[config.mk]
export PLATFORM = sky130hd
export DESIGN_NAME = csr_regs
export DESIGN_NICKNAME = d
export VERILOG_FILES = /design/src/csr_pkg.sv /design/src/csr_arith.sv /design/src/csr_regs.sv
export SDC_FILE = /design/constraint.sdc
export NUM_CORES = 1
export LEC_CHECK = 0
export BUFFER_PORTS_ARGS = -buffer_cell sky130_fd_sc_hd__buf_2
export CAP_MARGIN = 20
export CORE_ASPECT_RATIO = 1.1
export CORE_MARGIN = 2
export CORE_UTILIZATION = 50
export CTS_CLUSTER_DIAMETER = 100
export DETAILED_ROUTE_END_ITERATION = 10
export PLACE_DENSITY = 0.75
export SETUP_SLACK_MARGIN = 0.1
export SYNTH_ARGS = -nofsm -noshare
export SYNTH_HDL_FRONTEND = slang
export SYNTH_SLANG_ARGS = --single-unit
[constraint.sdc]
create_clock -name clk -period 20 [get_ports clk]
set_input_delay 3 -clock clk [delete_from_list [all_inputs] [get_ports clk]]
set_output_delay 3 -clock clk [all_outputs]
set_load 0.005 [all_outputs]
[src/csr_pkg.sv]
// Purpose: shared constants and types of the core special-function register block
// Assumes: 8-bit special-function registers, one clock, active-low asynchronous reset
// Notes: register offsets are indices; the byte address on the bus is four times the index
package csr_pkg;

	// ----------------------------------------------------------------
	// register indices
	// ----------------------------------------------------------------
	localparam logic [7:0] SFR_STACK_TOP_PTR = 8'h81;
	localparam logic [7:0] SFR_INDIRECT_PTR_LOW = 8'h82;
	localparam logic [7:0] SFR_INDIRECT_PTR_HIGH = 8'h83;
	localparam logic [7:0] SFR_CORE_STATUS_FLAGS = 8'hd0;
	localparam logic [7:0] SFR_ARITH_MAIN_REG = 8'he0;
	localparam logic [7:0] SFR_AUX_OPERAND_REG = 8'hf0;

	// ----------------------------------------------------------------
	// reset values
	// ----------------------------------------------------------------
	localparam logic [7:0] STACK_TOP_PTR_RESET = 8'h07;
	localparam logic [7:0] BYTE_RESET = 8'h00;

	// ----------------------------------------------------------------
	// status word fields
	// ----------------------------------------------------------------
	localparam int STATUS_CARRY = 7;
	localparam int STATUS_HALF_CARRY = 6;
	localparam int STATUS_USER_ZERO = 5;
	localparam int STATUS_BANK_HI = 4;
	localparam int STATUS_BANK_LO = 3;
	localparam int STATUS_EXCESS = 2;
	localparam int STATUS_USER_ONE = 1;
	localparam int STATUS_PARITY = 0;

	// ----------------------------------------------------------------
	// widths and limits
	// ----------------------------------------------------------------
	localparam int BANK_W = 2;
	localparam int REG_SEL_W = 3;
	localparam int BIT_IDX_W = 3;
	localparam int WB_IDX_LSB = 2;
	localparam int BYTE_MAX = 255;
	localparam int NIBBLE_MAX = 15;

	typedef enum logic [2:0] {
		CSR_OP_ADD,
		CSR_OP_ADDC,
		CSR_OP_SUBB,
		CSR_OP_MUL,
		CSR_OP_DIV
	} csr_op_t;

endpackage : csr_pkg

[src/csr_arith.sv]
// Purpose: arithmetic and flag generation for the accumulator and the aux operand register
// Assumes: purely combinational; the caller registers every result
// Notes: multiply and divide take the aux operand register as second operand
`timescale 1ns/10ps
module csr_arith import csr_pkg::*; (
	input wire csr_op_t op,
	input wire logic [7:0] acc,
	input wire logic [7:0] aux,
	input wire logic [7:0] src,
	input wire logic carry_in,
	output logic [7:0] acc_res,
	output logic [7:0] aux_res,
	output logic aux_we,
	output logic carry,
	output logic half_carry,
	output logic excess
);
	logic [8:0] wide;
	logic [4:0] nib;
	logic [15:0] prod;
	logic cin;

	always_comb begin
		cin = (op == CSR_OP_ADD) ? 1'b0 : carry_in;
		wide = 9'h000;
		nib = 5'h00;
		prod = 16'h0000;
		acc_res = acc;
		aux_res = aux;
		aux_we = 1'b0;
		carry = 1'b0;
		half_carry = 1'b0;
		excess = 1'b0;
		case (op)
			CSR_OP_ADD, CSR_OP_ADDC: begin
				wide = {1'b0, acc} + {1'b0, src} + {8'h00, cin};
				nib = {1'b0, acc[3:0]} + {1'b0, src[3:0]} + {4'h0, cin};
				acc_res = wide[7:0];
				carry = wide[8];
				half_carry = nib[4];
				excess = (acc[7] == src[7]) && (wide[7] != acc[7]);
			end
			CSR_OP_SUBB: begin
				wide = {1'b0, acc} - {1'b0, src} - {8'h00, cin};
				nib = {1'b0, acc[3:0]} - {1'b0, src[3:0]} - {4'h0, cin};
				acc_res = wide[7:0];
				carry = wide[8];
				half_carry = nib[4];
				excess = (acc[7] != src[7]) && (wide[7] != acc[7]);
			end
			CSR_OP_MUL: begin
				prod = {8'h00, acc} * {8'h00, aux};
				acc_res = prod[7:0];
				aux_res = prod[15:8];
				aux_we = 1'b1;
				excess = (prod[15:8] != 8'h00);
			end
			CSR_OP_DIV: begin
				if (aux == 8'h00) begin
					excess = 1'b1;
				end else begin
					acc_res = acc / aux;
					aux_res = acc % aux;
					aux_we = 1'b1;
				end
			end
			default: begin
				acc_res = acc;
			end
		endcase
	end

endmodule : csr_arith

[src/csr_regs.sv]
// Purpose: core special-function registers with a classic wishbone slave and a core execution port
// Assumes: one clock; core strobes are one-cycle pulses synchronous to clk
// Notes: per register, alu result beats core bit write beats core byte write beats bus write
`timescale 1ns/10ps

module csr_regs import csr_pkg::*; #(
	parameter int ADR_W = 10
) (
	input wire logic clk,
	input wire logic rstn,
	input wire logic wb_cyc_i,
	input wire logic wb_stb_i,
	input wire logic wb_we_i,
	input wire logic [ADR_W-1:0] wb_adr_i,
	input wire logic [3:0] wb_sel_i,
	input wire logic [31:0] wb_dat_i,
	output logic [31:0] wb_dat_o,
	output logic wb_ack_o,
	input wire logic op_valid,
	input wire csr_op_t op_code,
	input wire logic [7:0] op_src,
	input wire logic push_req,
	input wire logic pop_req,
	input wire logic core_wr_en,
	input wire logic [7:0] core_wr_addr,
	input wire logic [7:0] core_wr_data,
	input wire logic bit_wr_en,
	input wire logic [7:0] bit_wr_addr,
	input wire logic bit_wr_val,
	input wire logic [REG_SEL_W-1:0] work_reg_sel,
	output logic [7:0] work_reg_addr,
	output logic [15:0] indirect_pointer16,
	output logic push_we,
	output logic [7:0] push_addr,
	output logic [7:0] stack_top_ptr,
	output logic [7:0] arith_main_reg,
	output logic [7:0] aux_operand_reg,
	output logic [7:0] core_status_flags
);

	// ----------------------------------------------------------------
	// helpers
	// ----------------------------------------------------------------
	function automatic logic bit_hit(input logic [7:0] baddr, input logic [7:0] base);
		bit_hit = (baddr[7:BIT_IDX_W] == base[7:BIT_IDX_W]);
	endfunction : bit_hit

	function automatic logic [7:0] byte_upd(input logic [7:0] old, input logic bus_we,
		input logic [7:0] bus_d, input logic core_we, input logic [7:0] core_d,
		input logic bit_we, input logic [BIT_IDX_W-1:0] idx, input logic bval);
		logic [7:0] v;
		v = old;
		if (bus_we) begin
			v = bus_d;
		end
		if (core_we) begin
			v = core_d;
		end
		if (bit_we) begin
			v[idx] = bval;
		end
		byte_upd = v;
	endfunction : byte_upd

	// ----------------------------------------------------------------
	// state
	// ----------------------------------------------------------------
	logic [7:0] sp_q;
	logic [7:0] dpl_q;
	logic [7:0] dph_q;
	logic [7:0] psw_q;
	logic [7:0] acc_q;
	logic [7:0] b_q;
	logic ack_q;
	logic [31:0] rdat_q;
	logic push_we_q;
	logic [7:0] push_addr_q;
	logic first_q;

	logic [7:0] bus_idx;
	logic bus_wr;
	logic [7:0] bus_wd;
	logic [BIT_IDX_W-1:0] bit_idx;
	logic parity;
	logic [7:0] psw_rd;
	logic [7:0] alu_acc;
	logic [7:0] alu_aux;
	logic alu_aux_we;
	logic alu_cy;
	logic alu_ac;
	logic alu_ov;

	assign bus_idx = wb_adr_i[WB_IDX_LSB +: 8];
	assign bus_wr = wb_cyc_i && wb_stb_i && wb_we_i && !ack_q && wb_sel_i[0];
	assign bus_wd = wb_dat_i[7:0];
	assign bit_idx = bit_wr_addr[BIT_IDX_W-1:0];
	assign parity = ^acc_q;
	assign psw_rd = {psw_q[7:1], parity};

	// ----------------------------------------------------------------
	// arithmetic unit
	// ----------------------------------------------------------------
	csr_arith u_arith (
		.op(op_code),
		.acc(acc_q),
		.aux(b_q),
		.src(op_src),
		.carry_in(psw_q[STATUS_CARRY]),
		.acc_res(alu_acc),
		.aux_res(alu_aux),
		.aux_we(alu_aux_we),
		.carry(alu_cy),
		.half_carry(alu_ac),
		.excess(alu_ov)
	);

	// ----------------------------------------------------------------
	// wishbone slave
	// ----------------------------------------------------------------
	always_ff @(posedge clk or negedge rstn) begin
		if (!rstn) begin
			ack_q <= 1'b0;
		end else begin
			ack_q <= wb_cyc_i && wb_stb_i && !ack_q;
		end
	end

	always_ff @(posedge clk or negedge rstn) begin
		if (!rstn) begin
			rdat_q <= 32'h0000_0000;
		end else if (wb_cyc_i && wb_stb_i && !ack_q) begin
			case (bus_idx)
				SFR_STACK_TOP_PTR: rdat_q <= {24'h00_0000, sp_q};
				SFR_INDIRECT_PTR_LOW: rdat_q <= {24'h00_0000, dpl_q};
				SFR_INDIRECT_PTR_HIGH: rdat_q <= {24'h00_0000, dph_q};
				SFR_CORE_STATUS_FLAGS: rdat_q <= {24'h00_0000, psw_rd};
				SFR_ARITH_MAIN_REG: rdat_q <= {24'h00_0000, acc_q};
				SFR_AUX_OPERAND_REG: rdat_q <= {24'h00_0000, b_q};
				default: rdat_q <= 32'h0000_0000;
			endcase
		end
	end

	assign wb_ack_o = ack_q;
	assign wb_dat_o = rdat_q;

	// ----------------------------------------------------------------
	// stack pointer and push port
	// ----------------------------------------------------------------
	always_ff @(posedge clk or negedge rstn) begin
		if (!rstn) begin
			sp_q <= STACK_TOP_PTR_RESET;
		end else if (push_req) begin
			sp_q <= sp_q + 8'h01;
		end else if (pop_req) begin
			sp_q <= sp_q - 8'h01;
		end else begin
			sp_q <= byte_upd(sp_q, bus_wr && bus_idx == SFR_STACK_TOP_PTR, bus_wd,
				core_wr_en && core_wr_addr == SFR_STACK_TOP_PTR, core_wr_data, 1'b0, bit_idx, 1'b0);
		end
	end

	always_ff @(posedge clk or negedge rstn) begin
		if (!rstn) begin
			push_we_q <= 1'b0;
			push_addr_q <= BYTE_RESET;
		end else begin
			push_we_q <= push_req;
			if (push_req) begin
				push_addr_q <= sp_q + 8'h01;
			end
		end
	end

	// ----------------------------------------------------------------
	// indirect pointer bytes
	// ----------------------------------------------------------------
	always_ff @(posedge clk or negedge rstn) begin
		if (!rstn) begin
			dpl_q <= BYTE_RESET;
		end else begin
			dpl_q <= byte_upd(dpl_q, bus_wr && bus_idx == SFR_INDIRECT_PTR_LOW, bus_wd,
				core_wr_en && core_wr_addr == SFR_INDIRECT_PTR_LOW, core_wr_data, 1'b0, bit_idx, 1'b0);
		end
	end

	always_ff @(posedge clk or negedge rstn) begin
		if (!rstn) begin
			dph_q <= BYTE_RESET;
		end else begin
			dph_q <= byte_upd(dph_q, bus_wr && bus_idx == SFR_INDIRECT_PTR_HIGH, bus_wd,
				core_wr_en && core_wr_addr == SFR_INDIRECT_PTR_HIGH, core_wr_data, 1'b0, bit_idx, 1'b0);
		end
	end

	// ----------------------------------------------------------------
	// status word
	// ----------------------------------------------------------------
	always_ff @(posedge clk or negedge rstn) begin
		if (!rstn) begin
			psw_q <= BYTE_RESET;
		end else begin
			psw_q <= byte_upd(psw_q, bus_wr && bus_idx == SFR_CORE_STATUS_FLAGS, bus_wd,
				core_wr_en && core_wr_addr == SFR_CORE_STATUS_FLAGS, core_wr_data,
				bit_wr_en && bit_hit(bit_wr_addr, SFR_CORE_STATUS_FLAGS), bit_idx, bit_wr_val);
			psw_q[STATUS_PARITY] <= 1'b0;
			if (op_valid) begin
				psw_q[STATUS_CARRY] <= alu_cy;
				psw_q[STATUS_HALF_CARRY] <= alu_ac;
				psw_q[STATUS_EXCESS] <= alu_ov;
			end
		end
	end

	// ----------------------------------------------------------------
	// accumulator and aux operand register
	// ----------------------------------------------------------------
	always_ff @(posedge clk or negedge rstn) begin
		if (!rstn) begin
			acc_q <= BYTE_RESET;
		end else if (op_valid) begin
			acc_q <= alu_acc;
		end else begin
			acc_q <= byte_upd(acc_q, bus_wr && bus_idx == SFR_ARITH_MAIN_REG, bus_wd,
				core_wr_en && core_wr_addr == SFR_ARITH_MAIN_REG, core_wr_data,
				bit_wr_en && bit_hit(bit_wr_addr, SFR_ARITH_MAIN_REG), bit_idx, bit_wr_val);
		end
	end

	always_ff @(posedge clk or negedge rstn) begin
		if (!rstn) begin
			b_q <= BYTE_RESET;
		end else if (op_valid && alu_aux_we) begin
			b_q <= alu_aux;
		end else begin
			b_q <= byte_upd(b_q, bus_wr && bus_idx == SFR_AUX_OPERAND_REG, bus_wd,
				core_wr_en && core_wr_addr == SFR_AUX_OPERAND_REG, core_wr_data,
				bit_wr_en && bit_hit(bit_wr_addr, SFR_AUX_OPERAND_REG), bit_idx, bit_wr_val);
		end
	end

	// ----------------------------------------------------------------
	// core-facing outputs
	// ----------------------------------------------------------------
	assign indirect_pointer16 = {dph_q, dpl_q};
	assign work_reg_addr = {{(8 - BANK_W - REG_SEL_W){1'b0}}, psw_q[STATUS_BANK_HI:STATUS_BANK_LO], work_reg_sel};
	assign push_we = push_we_q;
	assign push_addr = push_addr_q;
	assign stack_top_ptr = sp_q;
	assign arith_main_reg = acc_q;
	assign aux_operand_reg = b_q;
	assign core_status_flags = psw_rd;

	// ----------------------------------------------------------------
	// checks
	// ----------------------------------------------------------------
	always_ff @(posedge clk or negedge rstn) begin
		if (!rstn) begin
			first_q <= 1'b1;
		end else begin
			first_q <= 1'b0;
		end
	end
endmodule : csr_regs

==> Yosys cells after proc, flatten, opt, wreduce, memory -nomap -nowiden <==
Index checks and enable logic that the tools add are counted.
{ "totals": {"elab_cells": 127, "latchBits": 0, "rom_bits": 0, "inputBits": 95, "n_memories": 0, "ram_bits": 0, "output_inout_bits": 98, "reg_bits": 89} }
{ "op_classes": {"mul": 1, "n_reduce_logical": 35, "n_shift": 0, "eq_ne": 27, "order_cmp": 2, "n_addsub": 10, "muxes": 40, "bitwise_logic": 0, "n_div": 2} }
{ "op_table": {"columns": ["op", "n"], "rows": [
  ["$mux 8", 23],
  ["$eq 8x8->1 const B", 12],
  ["$pmux 8 s6", 1],
  ["$pmux 8 s4", 1],
  ["$bwmux 8", 3],
  ["$logic_and 1x1->1", 24],
  ["$mul 8x8->16", 1],
  ["$pmux 8 s2", 1],
  ["$eq 5x5->1 const B", 3],
  ["$add 8x8->9", 1],
  ["$add 9x1->9", 1],
  ["$sub 8x8->9", 1],
  ["$sub 9x1->9", 1],
  ["$add 8x1->8 const B", 1],
  ["$div 8x8->8", 1],
  ["$logic_not 8->1", 1],
  ["$mod 8x8->8", 1],
  ["$reduce_bool 8->1", 1],
  ["$reduce_xor 8->1", 1],
  ["$sub 8x1->8 const B", 1],
  ["$eq 3x2->1 const B", 2],
  ["$ne 3x3->1 const B", 2],
  ["$pmux 1 s2", 3],
  ["$add 4x4->5", 1],
  ["21 further kinds", 29]
]} }

==> Logic depth before layout (Yosys ltp) <==
Gate-level depths: netlist (run 1).
{ "logic_depth": {"depth_word": 11, "ltp_mapped": 56, "mapped_depth_nobuf": 52} }

==> By module <==
Synthesis (run 1) repeated with hierarchy kept, for this count alone.
{ "hier_totals": {"cells_unflattened": 1216, "hier_area_um2": 9801.9} }
{ "by_module_without_submodules": {"columns": ["mod", "area_each_um2", "cells_each", "n_inst", "seq_area_each_um2"], "rows": [
  ["csr_arith", 5248.8, 707, 1, 0.0],
  ["csr_regs", 4553.1, 509, 1, 1630.3]
]} }

==> Worst setup path after synthesis (run 1) <==
OpenSTA, ideal clock, no wires.
{ "synth_path": {"path_type": "flip-flop to flip-flop", "startpoint": "reg b_q[0], in the netlist aux_operand_reg[0]", "endpoint": "reg acc_q[0], in the netlist arith_main_reg[0]", "setup_time_ns": 0.134, "n_path_buf": 3, "arrival_ns": 10.985, "required_ns": 19.866, "path_slack_ns": 8.881, "synth_period_minus_slack_ns": 11.119, "path_stages_with_launch": 51, "cell_sequence": "dfrtp_1 > inv_1 > ha_1 > o211ai_1 > nor2_1 > xnor2_1 > ha_1 > o21a_1 > o41a_1 > o22a_1 > ha_1 > o211ai_1 > a2111o_1 > o221a_2 > nand2b_1 > ha_1 > a21o_1 > o211ai_1 > (+15 left out) > a21o_2 > ha_1 > o21ai_0 > a22oi_1 > a31o_2 > a31oi_1 > buf_2 > mux2i_1 > fa_1 > a211o_1 > a211oi_1 > o21ai_0 > a21o_1 > buf_4 > o21ai_0 > nor2_1 > a21oi_1 > o21ai_0"} }
{ "synth_via": {"elab_chain_cells": 4, "word_cells_on_any_way": 8, "classes_between": "1 x mul; 1 x div; 1 x eq/ne; 3 x mux; 2 x reduce/logical"} }
{ "synth_rtl": {"columns": ["element", "line", "text"], "rows": [
  ["start, declared", "csr_regs.sv:73", "logic [7:0] b_q;"],
  ["start signal, assigned", "csr_regs.sv:234", "b_q <= alu_aux;"],
  ["start signal, assigned", "csr_regs.sv:236", "b_q <= byte_upd(b_q, bus_wr && bus_idx == SFR_AUX_OPERAND_REG, bus_wd,"],
  ["$div 8x8->8", "csr_arith.sv:62", "acc_res = acc / aux;"],
  ["$mux 8", "csr_arith.sv:59", "if (aux == 8'h00) begin"],
  ["$pmux 8 s4", "csr_arith.sv:34", "case (op)"],
  ["$mux 8", "csr_regs.sv:221", "end else if (op_valid) begin"],
  ["end signal, assigned", "csr_regs.sv:222", "acc_q <= alu_acc;"],
  ["end signal, assigned", "csr_regs.sv:224", "acc_q <= byte_upd(acc_q, bus_wr && bus_idx == SFR_ARITH_MAIN_REG, bus_wd,"],
  ["end, declared", "csr_regs.sv:72", "logic [7:0] acc_q;"]
]} }
Parallel ways exist; a longest one is shown, timed or not. The select of a mux whose other input is x is not followed.
A chain may end at the register's enable or synchronous reset.

==> Final worst setup path (run 1) <==
{ "layout_path": {"startpoint": "reg b_q[0], in the netlist aux_operand_reg[0]", "endpoint": "reg b_q[4], in the netlist aux_operand_reg[4]"} }
{ "layout_via": {"elab_chain_cells": 6, "word_cells_on_any_way": 12, "classes_between": "1 x mul; 1 x div; 2 x eq/ne; 5 x mux; 3 x reduce/logical"} }
{ "layout_rtl": {"columns": ["element"], "rows": [
  ["branches (longest 6 deep; another with $mod 8x8->8)"]
]} }
Parallel ways; which one is timed is not known. The select of a mux whose other input is x is not followed.

==> results_dict.tcl, run 1 <==
set metrics [dict create \
    status "finished clean" \
    fin_worst_skew_ps 4.20 \
    slowest_delay_ps 790 \
    clock.fmax_mhz 75.1 \
    ys_warn_count 0 \
    cts_buffers 9 \
    r2r-end "aux_operand_reg[4]" \
    drive_gt1_share_pct 14.7 \
    cts.sinks 65 \
    arrival_ps 13550 \
    fill_cells 1814 \
    cts_resized 0 \
    routed_wl_mm 30.8 \
    path_delay_family "compound AO/OA/AOI/OAI gates" \
    r2r_cells 43 \
    clock_latency_ps 340 \
    fin_tns_setup_ps 0 \
    grt_start_max_net_pins 66 \
    antenna_found_initial 1 \
    setup_viol 0 \
    dieArea_sq_mm 0.0208 \
    async_flop_share_pct 100 \
    startpoint_type "register" \
    clkTransAtPathRegs_ps 50 \
    maxSlewViolCount 0 \
    num_rows 53 \
    layout.nets 1578 \
    cts-root-buf "clkbuf_16" \
    numPortBuffers 130 \
    startpoint "aux_operand_reg[0]" \
    grt_pass1_vias 9102 \
    tightest_slew_ps 1010 \
    crit_top_cell "ha_1" \
    cts-htree-levels 3 \
    period_share_pct 66.6 \
    synth_ff_type "dfrtp_1" \
    min_period_ps 13320 \
    r2r-start "aux_operand_reg[0]" \
    required_ps 20230 \
    maxCapViolCount 0 \
    core_sq_mm 0.0192 \
    vias 9646 \
    hold_viol 0 \
    viasPerCell 6.06 \
    rsz0062_at_grt "no" \
    synth.distinct_cells 85 \
    finalWeightedCongestion 0.937 \
    synth-seq-cells 65 \
    crit_fanout 14 \
    die_x_microns 138 \
    grt_pass1_wl_mm 47.7 \
    io_pins 193 \
    critPathKind "reg2reg" \
    drt-initial-drc-count 806 \
    hold_buffers 0 \
    synth-edff-count 0 \
    start_util_pct 51.2 \
    reg2reg_slack_ps 6680 \
    synth_cells 1251 \
    cts_buffer_depth 2 \
    chipHeight_microns 151 \
    crit_path_top_delay_cell "a21oi_1" \
    drtPass1Iterations 8 \
    postCtsSetupBuffers 0 \
    grt_overflow_total 0 \
    wire_per_inst_microns 19.4 \
    crit_path_end "aux_operand_reg[4]" \
    hold_path_class "reg2reg" \
    area_growth_pct 9.46 \
    crit_cells 43 \
    hpwl_mm 23.9 \
    yosysSeqAreaShare_pct 16.6 \
    cts_tree "built" \
    postSynthAreaPerCell_sq_um 7.87 \
    end_kind "register" \
    syn_area_sq_mm 0.00984 \
    drt.antenna.violating_nets 0 \
    drc 0 \
    relSlewSlack_pct 32.9 \
    cp_num_buf_inv 2 \
    grt_util_all_layers_pct 29.6 \
]
[synth_stat cells, types with 13 or more instances]
cell type	count	share of area [%]
xor2_1	22	2.0
ha_1	104	13
buf_4	36	2.7
xnor2_1	35	3.1
inv_1	101	3.9
nand3b_1	14	1.1
mux2_2	14	1.6
nand2b_1	13	0.83
nand3_1	31	1.6
nor2_1	134	5.1
fa_1	41	8.3
mux2i_1	45	4.6
clkbuf_1	42	1.6
a211oi_1	28	2.1
nand2_1	120	4.6
dfrtp_1	62	16
a22oi_1	15	1.1
o21ai_0	94	4.8
a21oi_1	105	5.3
[layout make-up]
cell class | instances | area [sq um] | area share [%]
diodes | 1 | 2.50 | 0.0232
clock buffers | 13 | 260 | 2.42
clock inverters | 3 | 40.0 | 0.372
inverters | 102 | 383 | 3.55
multi-input cells | 1018 | 7410 | 68.8
flip-flops and latches | 65 | 1630 | 15.1
well taps | 247 | 309 | 2.87
repair buffers | 142 | 741 | 6.87
[routing by layer]
layer | GRT usage, % | part of all wire, %
met1 | 36.9 | 40
met2 | 50.7 | 47
met3 | 4.32 | 8.3
met4 | 13.3 | 4.5
met5 | 0 | 0
[worst register-to-register path, delay by kind of cell (launching register included)]
family	cells	cell delay [ps]
compound gates	26	7770
xor+xnor	1	140
fa+ha+maj	8	2910
buf+inv	2	670
flops	1	370
mux	2	630
simple gates	4	740
[cells by family (layout without fill, tap and decap cells)]
group / Yosys count / count (layout) / synth area share [%]
xor gates and xnor gates: 57 / 57 / 5.07
other: 1 / 28 / 0.0381
and+or+nand+nor: 379 / 379 / 18.3
AOI/OAI and AO/OA: 349 / 349 / 22.8
buffers and inverters: 194 / 260 / 9.16
adders and majority gates: 145 / 145 / 21.6
muxes: 61 / 61 / 6.48
DFF: 65 / 65 / 16.6
[layout by cell type (no fill, tap or decap), types with 8 or more instances in the layout]
cell type / instances
nor2_1: 134
buf_2: 130
nand2_1: 120
a21oi_1: 105
ha_1: 104
inv_1: 101
o21ai_0: 94
dfrtp_1: 62
mux2i_1: 45
fa_1: 41
xnor2_1: 35
nand3_1: 31
a211oi_1: 28
conb_1: 27
xor2_1: 22
a22oi_1: 15
nand3b_1: 14
mux2_2: 14
nand2b_1: 13
nor3_1: 12
a221oi_1: 12
buf_4: 12
a21o_1: 11
o21a_1: 11
o211ai_1: 11
clkbuf_16: 9
or3_1: 8
a31oi_1: 8
[how the worst min path moves through the flow]
stage / start / end / slack (ps) / cells after the start
after global placement: wb_dat_o[1] / wb_dat_o[1] / 460 / 2
after CTS: wb_dat_o[3] / wb_dat_o[3] / 480 / 2
final: wb_dat_o[3] / wb_dat_o[3] / 480 / 2
after detailed placement: wb_dat_o[3] / wb_dat_o[3] / 470 / 2
after global routing: wb_dat_o[1] / wb_dat_o[1] / 520 / 2
after floorplan: wb_dat_o[0] / wb_dat_o[0] / 470 / 2
[stage by stage]
stage	instances	worst slack [ps]	instance area, sq um	utilization (%)	hold slack, ps
global route	1590	5920	10800	56.0	517
detailed placement	1574	6870	10500	54.5	469
global placement	1574	6970	10500	54.5	462
floorplan	1277	8880	9940	-	473
finish	1591	6680	10800	56.0	475
CTS	1590	6820	10800	56.0	481
Power of run 1 is left out: the tool's default activity adds up to more than one toggle a clock period on the data nets, which glitch-free logic cannot reach.
==> run 2, diff against run 1 <==
--- a/config.mk
+++ b/config.mk
@@ -5,6 +5,7 @@
 export SDC_FILE = /design/constraint.sdc
 export NUM_CORES = 1
 export LEC_CHECK = 0
+export ABC_AREA = 1
 export BUFFER_PORTS_ARGS = -buffer_cell sky130_fd_sc_hd__buf_2
 export CAP_MARGIN = 20
 export CORE_ASPECT_RATIO = 1.1
@@ -12,7 +13,7 @@
 export CORE_UTILIZATION = 50
 export CTS_CLUSTER_DIAMETER = 100
 export DETAILED_ROUTE_END_ITERATION = 10
-export PLACE_DENSITY = 0.75
+export PLACE_DENSITY = 0.78
 export SETUP_SLACK_MARGIN = 0.1
 export SYNTH_ARGS = -nofsm -noshare
 export SYNTH_HDL_FRONTEND = slang
==> constraint.sdc (replaced) <==
create_clock -name clk -period 11 [get_ports clk]
set_input_delay 1.65 -clock clk [delete_from_list [all_inputs] [get_ports clk]]
set_output_delay 1.65 -clock clk [all_outputs]
set_load 0.005 [all_outputs]
==> results_dict.tcl, run 2 <==
set metrics [dict create \
    status "finished clean" \
    synth_most_common_cell "nand2_1" \
    relSlewSlack_pct 42.8 \
    finalWeightedCongestion 0.998 \
    mostFrequentLayoutCell "nand2_1" \
    clkTransAtPathRegs_ps 60 \
    layout.cells.most_common_list "337 x nand2_1, 259 x inv_1, 130 x buf_2" \
    hold_viol 0 \
    r2r-end "aux_operand_reg[0]" \
    hold_path_class "reg2reg" \
    cts.sinks 65 \
    rsz0062_at_grt "no" \
    start_util_pct 51.0 \
    synth_common_cells "338 x nand2_1, 260 x inv_1, 104 x ha_1, 92 x nor2_1, 88 x o21ai_0" \
    vias 10541 \
    grt_overflow_total 0 \
    period_share_pct 90.9 \
    tightest_slew_ps 858 \
    grt_util_all_layers_pct 29.5 \
    chipHeight_microns 153 \
    crit_path_top_delay_cell "dfrtp_1" \
    drtPass1Iterations 5 \
    antenna_found_initial 2 \
    startpoint_type "register" \
    setup_viol 0 \
    drc 0 \
    synth_largest_area_cell "dfrtp_1" \
    slowest_delay_ps 560 \
    drive_gt1_share_pct 15.9 \
    synth_top_cell_area_share_pct 15.3 \
    grt_start_max_net_pins 66 \
    cts-root-buf "clkbuf_16" \
    clock_latency_ps 340 \
    min_period_ps 10000 \
    postSynthAreaPerCell_sq_um 6.78 \
    drt.antenna.violating_nets 0 \
    crit_top_cell "nand2_1" \
    core_sq_mm 0.0199 \
    synth_ff_type "dfrtp_1" \
    num_rows 54 \
    final_core_util_pct 57.0 \
    dieArea_sq_mm 0.0214 \
    syn_area_sq_mm 0.0101 \
    critPathKind "reg2reg" \
    cts-htree-levels 3 \
    required_ps 11220 \
    r2r-start "aux_operand_reg[3]" \
    timing.hold.ws_ps 466 \
    fill_cells 1929 \
    ys_top_cells_by_area "dfrtp_1 15%, ha_1 13%, nand2_1 13%" \
    end_kind "register" \
    grt_pass1_vias 9955 \
    wire_per_inst_microns 17.1 \
    layout.nets 1852 \
    routed_wl_mm 31.9 \
    cts_buffers 9 \
    viasPerCell 5.63 \
    fin_worst_skew_ps 6.69 \
    area_growth_pct 11.9 \
    cts_tree "built" \
    hpwl_mm 25.6 \
    io_pins 193 \
    synth_cells 1494 \
    ys_warn_count 0 \
    maxCapViolCount 0 \
    clock.fmax_mhz 100 \
    drt-initial-drc-count 905 \
    cts_buffer_depth 2 \
    crit_fanout 12 \
    arrival_ps 10220 \
    crit_path_end "aux_operand_reg[0]" \
    r2r_cells 66 \
    startpoint "aux_operand_reg[3]" \
    numPortBuffers 130 \
    grt_pass1_wl_mm 50.7 \
    synth.distinct_cells 65 \
    reg2reg_slack_ps 1000 \
    maxSlewViolCount 0 \
    async_flop_share_pct 100 \
    fin_tns_setup_ps 0 \
    die_x_microns 140 \
    synth-seq-cells 65 \
    yosysSeqAreaShare_pct 16.1 \
    synth-edff-count 0 \
]
==> run 2: changes by cell type in the layout (fill, tap and decap cells not counted), moves of 11 or more <==
cell      delta
o22ai_1     +32
mux2_2      -14
a21oi_1     -40
inv_1      +158
nand2_1    +217
a22oi_1     -13
nand3b_1    -14
mux2i_1     -44
o21a_1      -11
nand3_1     +45
xnor2_1     -22
nor2_1      -42
nand2b_1    -13
a211oi_1    -15
==> run 2: final cells by class <==
cell class	count	area, sq um	share of cell area, %
Sequential cell	65	1630	14.4
Clock buffer	10	239	2.11
Clock inverter	6	138	1.21
Inverter	278	1070	9.43
Tap cell	252	315	2.78
Antenna cell	2	5.00	0.0442
Multi-Input combinational cell	1107	7120	62.9
Timing Repair Buffer	151	808	7.13
==> run 2: worst min-delay path by stage <==
stage / from / endpoint / slack, ps / cells after the start
after global routing: push_addr[1] / push_addr[1] / 500 / 2
after CTS: wb_ack_o / wb_ack_o / 470 / 1
final: wb_ack_o / wb_ack_o / 470 / 1
after floorplan: push_addr[1] / push_addr[1] / 470 / 2
after global placement: push_addr[1] / push_addr[1] / 450 / 2
after detailed placement: push_addr[1] / push_addr[1] / 460 / 2
==> run 2: layer usage <==
metal	global-route usage, %	part of all wire, %
met5	0	0
met4	11.2	3.2
met3	4.70	8.8
met2	49.9	48
met1	37.9	40
==> run 2: logic make-up after synthesis <==
| family | count (synthesis) | synth area share (%) |
|---|---|---|
| buffers and inverters | 348 | 14.9 |
| other | 1 | 0.0370 |
| adder cells (fa/ha/maj) | 145 | 21.0 |
| flip-flops | 65 | 16.1 |
| multiplexers | 1 | 0.0988 |
| XOR/XNOR | 37 | 3.20 |
| AO/OA/AOI/OAI | 292 | 17.7 |
| AND/OR/NAND/NOR | 605 | 27.1 |
==> run 2: worst max-delay path, delay by kind of cell, from the launching register on <==
kind	cells	cell delay, ps
adders and majority gates	7	2320
and+or+nand+nor	35	3940
AOI/OAI and AO/OA	9	1630
buffers and inverters	15	1440
DFF	1	560
==> run 2: stage by stage <==
| stage | cells | cell area, sq um | setup WS (ps) |
|---|---|---|---|
| 3_5_place_dp | 1852 | 10900 | 669 |
| 2_1_floorplan | 1520 | 10200 | 1830 |
| 6_report | 1871 | 11300 | 1000 |
| 3_3_place_gp | 1852 | 10900 | 1020 |
| 4_1_cts | 1868 | 11300 | 623 |
| 5_1_grt | 1870 | 11300 | 77.1 |
==> run 2: what timing repair did <==
action,CTS,global route
endpoints found under the setup margin,0,9
resized for setup,0,16
hold buffers,0,0
setup buffers,0,1
Power of run 2 is left out for the same reason.
==> run 3, diff against run 2 <==
--- a/config.mk
+++ b/config.mk
@@ -9,10 +9,9 @@
 export BUFFER_PORTS_ARGS = -buffer_cell sky130_fd_sc_hd__buf_2
 export CAP_MARGIN = 20
 export CORE_ASPECT_RATIO = 1.1
-export CORE_MARGIN = 2
 export CORE_UTILIZATION = 50
-export CTS_CLUSTER_DIAMETER = 100
 export DETAILED_ROUTE_END_ITERATION = 10
+export MAX_ROUTING_LAYER = met4
 export PLACE_DENSITY = 0.78
 export SETUP_SLACK_MARGIN = 0.1
 export SYNTH_ARGS = -nofsm -noshare
==> results_dict.tcl, run 3 (same netlist as run 2, synthesis figures left out) <==
set metrics [dict create \
    status "finished clean" \
    cts-root-buf "clkbuf_16" \
    grt_start_max_net_pins 66 \
    num_antenna_cells 0 \
    mostFrequentLayoutCell "nand2_1" \
    hold_viol 0 \
    clkTransAtPathRegs_ps 60 \
    crit_path_top_delay_cell "fa_1" \
    clock_latency_ps 350 \
    drtPass1Iterations 6 \
    hold_end "wb_ack_o" \
    cp_num_buf_inv 14 \
    dieArea_sq_mm 0.0208 \
    tightest_slew_ps 840 \
    grt_util_all_layers_pct 31.9 \
    stdcell_count 1863 \
    hpwl_mm 25.4 \
    cts_buffers 9 \
    area_growth_pct 10.1 \
    path_delay_family "simple AND/OR/NAND/NOR gates" \
    clock.fmax_mhz 99.6 \
    numPortBuffers 130 \
    drive_gt1_share_pct 15.5 \
    setup_ws_ps 960 \
    crit_cells 66 \
    period_share_pct 91.3 \
    drt.antenna.violating_nets 0 \
    maxCapViolCount 0 \
    hold_buffers 0 \
    arrival_ps 10250 \
    slowest_delay_ps 460 \
    num_rows 54 \
    cts.sinks 65 \
    drt-initial-drc-count 863 \
    antenna_found_initial 0 \
    cts-htree-levels 3 \
    hp-start "wb_ack_o" \
    grt_overflow_total 0 \
    min_path_cells 1 \
    cts_tree "built" \
    crit_top_cell "nand2_1" \
    startpoint_type "register" \
    r2r-end "aux_operand_reg[1]" \
    viasPerCell 5.66 \
    r2r_cells 66 \
    required_ps 11210 \
    finalWeightedCongestion 1.02 \
    r2r-start "aux_operand_reg[2]" \
    fin_tns_setup_ps 0 \
    relSlewSlack_pct 44.0 \
    reg2reg_slack_ps 960 \
    cts_resized 0 \
    critPathKind "reg2reg" \
    wire_per_inst_microns 17.2 \
    rsz0062_at_grt "no" \
    hold_path_class "reg2reg" \
    io_pins 193 \
    end_kind "register" \
    min_period_ps 10040 \
    chipHeight_microns 151 \
    setup_viol 0 \
    maxSlewViolCount 0 \
    drc 0 \
    crit_fanout 11 \
    routed_wl_mm 32.0 \
    place_ws_ps 787 \
    layout.nets 1846 \
    core_sq_mm 0.0199 \
    layout.cells.most_common_list "338 x nand2_1, 259 x inv_1, 130 x buf_2" \
    die_x_microns 138 \
    postCtsSetupBuffers 0 \
    placed_cells 1847 \
    fin_worst_skew_ps 6.90 \
    timing.hold.ws_ps 468 \
    cts_buffer_depth 2 \
    start_util_pct 51.0 \
    grt_pass1_vias 9831 \
    grt_pass1_wl_mm 49.4 \
    vias 10543 \
]
run 3: changes by cell type in the layout (fill, tap and decap cells not counted), moves of 2 or more:
cell	delta
inv_4	+2
clkinv_2	+2
diode_2	-2
dfrtp_1	-2
bufinv_16	-4
buf_4	-6
dfrtp_2	+2
run 3: how the worst max path moves through the flow:
stage | startpoint | end | slack, ps
3_3_place_gp | aux_operand_reg[4] | aux_operand_reg[0] | 950
5_1_grt | aux_operand_reg[2] | aux_operand_reg[5] | 120
3_5_place_dp | aux_operand_reg[4] | aux_operand_reg[0] | 790
4_1_cts | aux_operand_reg[4] | aux_operand_reg[0] | 700
6_report | aux_operand_reg[2] | aux_operand_reg[1] | 960
2_1_floorplan | aux_operand_reg[0] | aux_operand_reg[0] | 1830
run 3: final cells by class:
cell class                 instances  area (sq um)
sequential                        65          1640
multi-input combinational       1107          7100
timing repair buffer             145           763
clock buffer                      10           229
fill                            1958          8710
clock inverter                     6          43.8
inverter                         278          1060
tap                              252           315
run 3: layer usage:
| metal | vias to the layer above | global-route usage, % | part of all wire, % |
|---|---|---|---|
| met3 | 90 | 5.22 | 7.8 |
| met2 | 459 | 53.6 | 48 |
| met5 | - | - | 0 |
| met4 | 0 | 13.4 | 3.9 |
| li1 | 5053 | - | - |
| met1 | 4941 | 37.5 | 40 |
run 3: through the flow:
stage	utilization (%)	cell area, sq um
after floorplan	-	10200
after global placement	54.6	10900
after detailed placement	54.6	10900
after CTS	56.0	11100
after global routing	56.2	11200
final	56.2	11200
Power of run 3 is left out for the same reason.
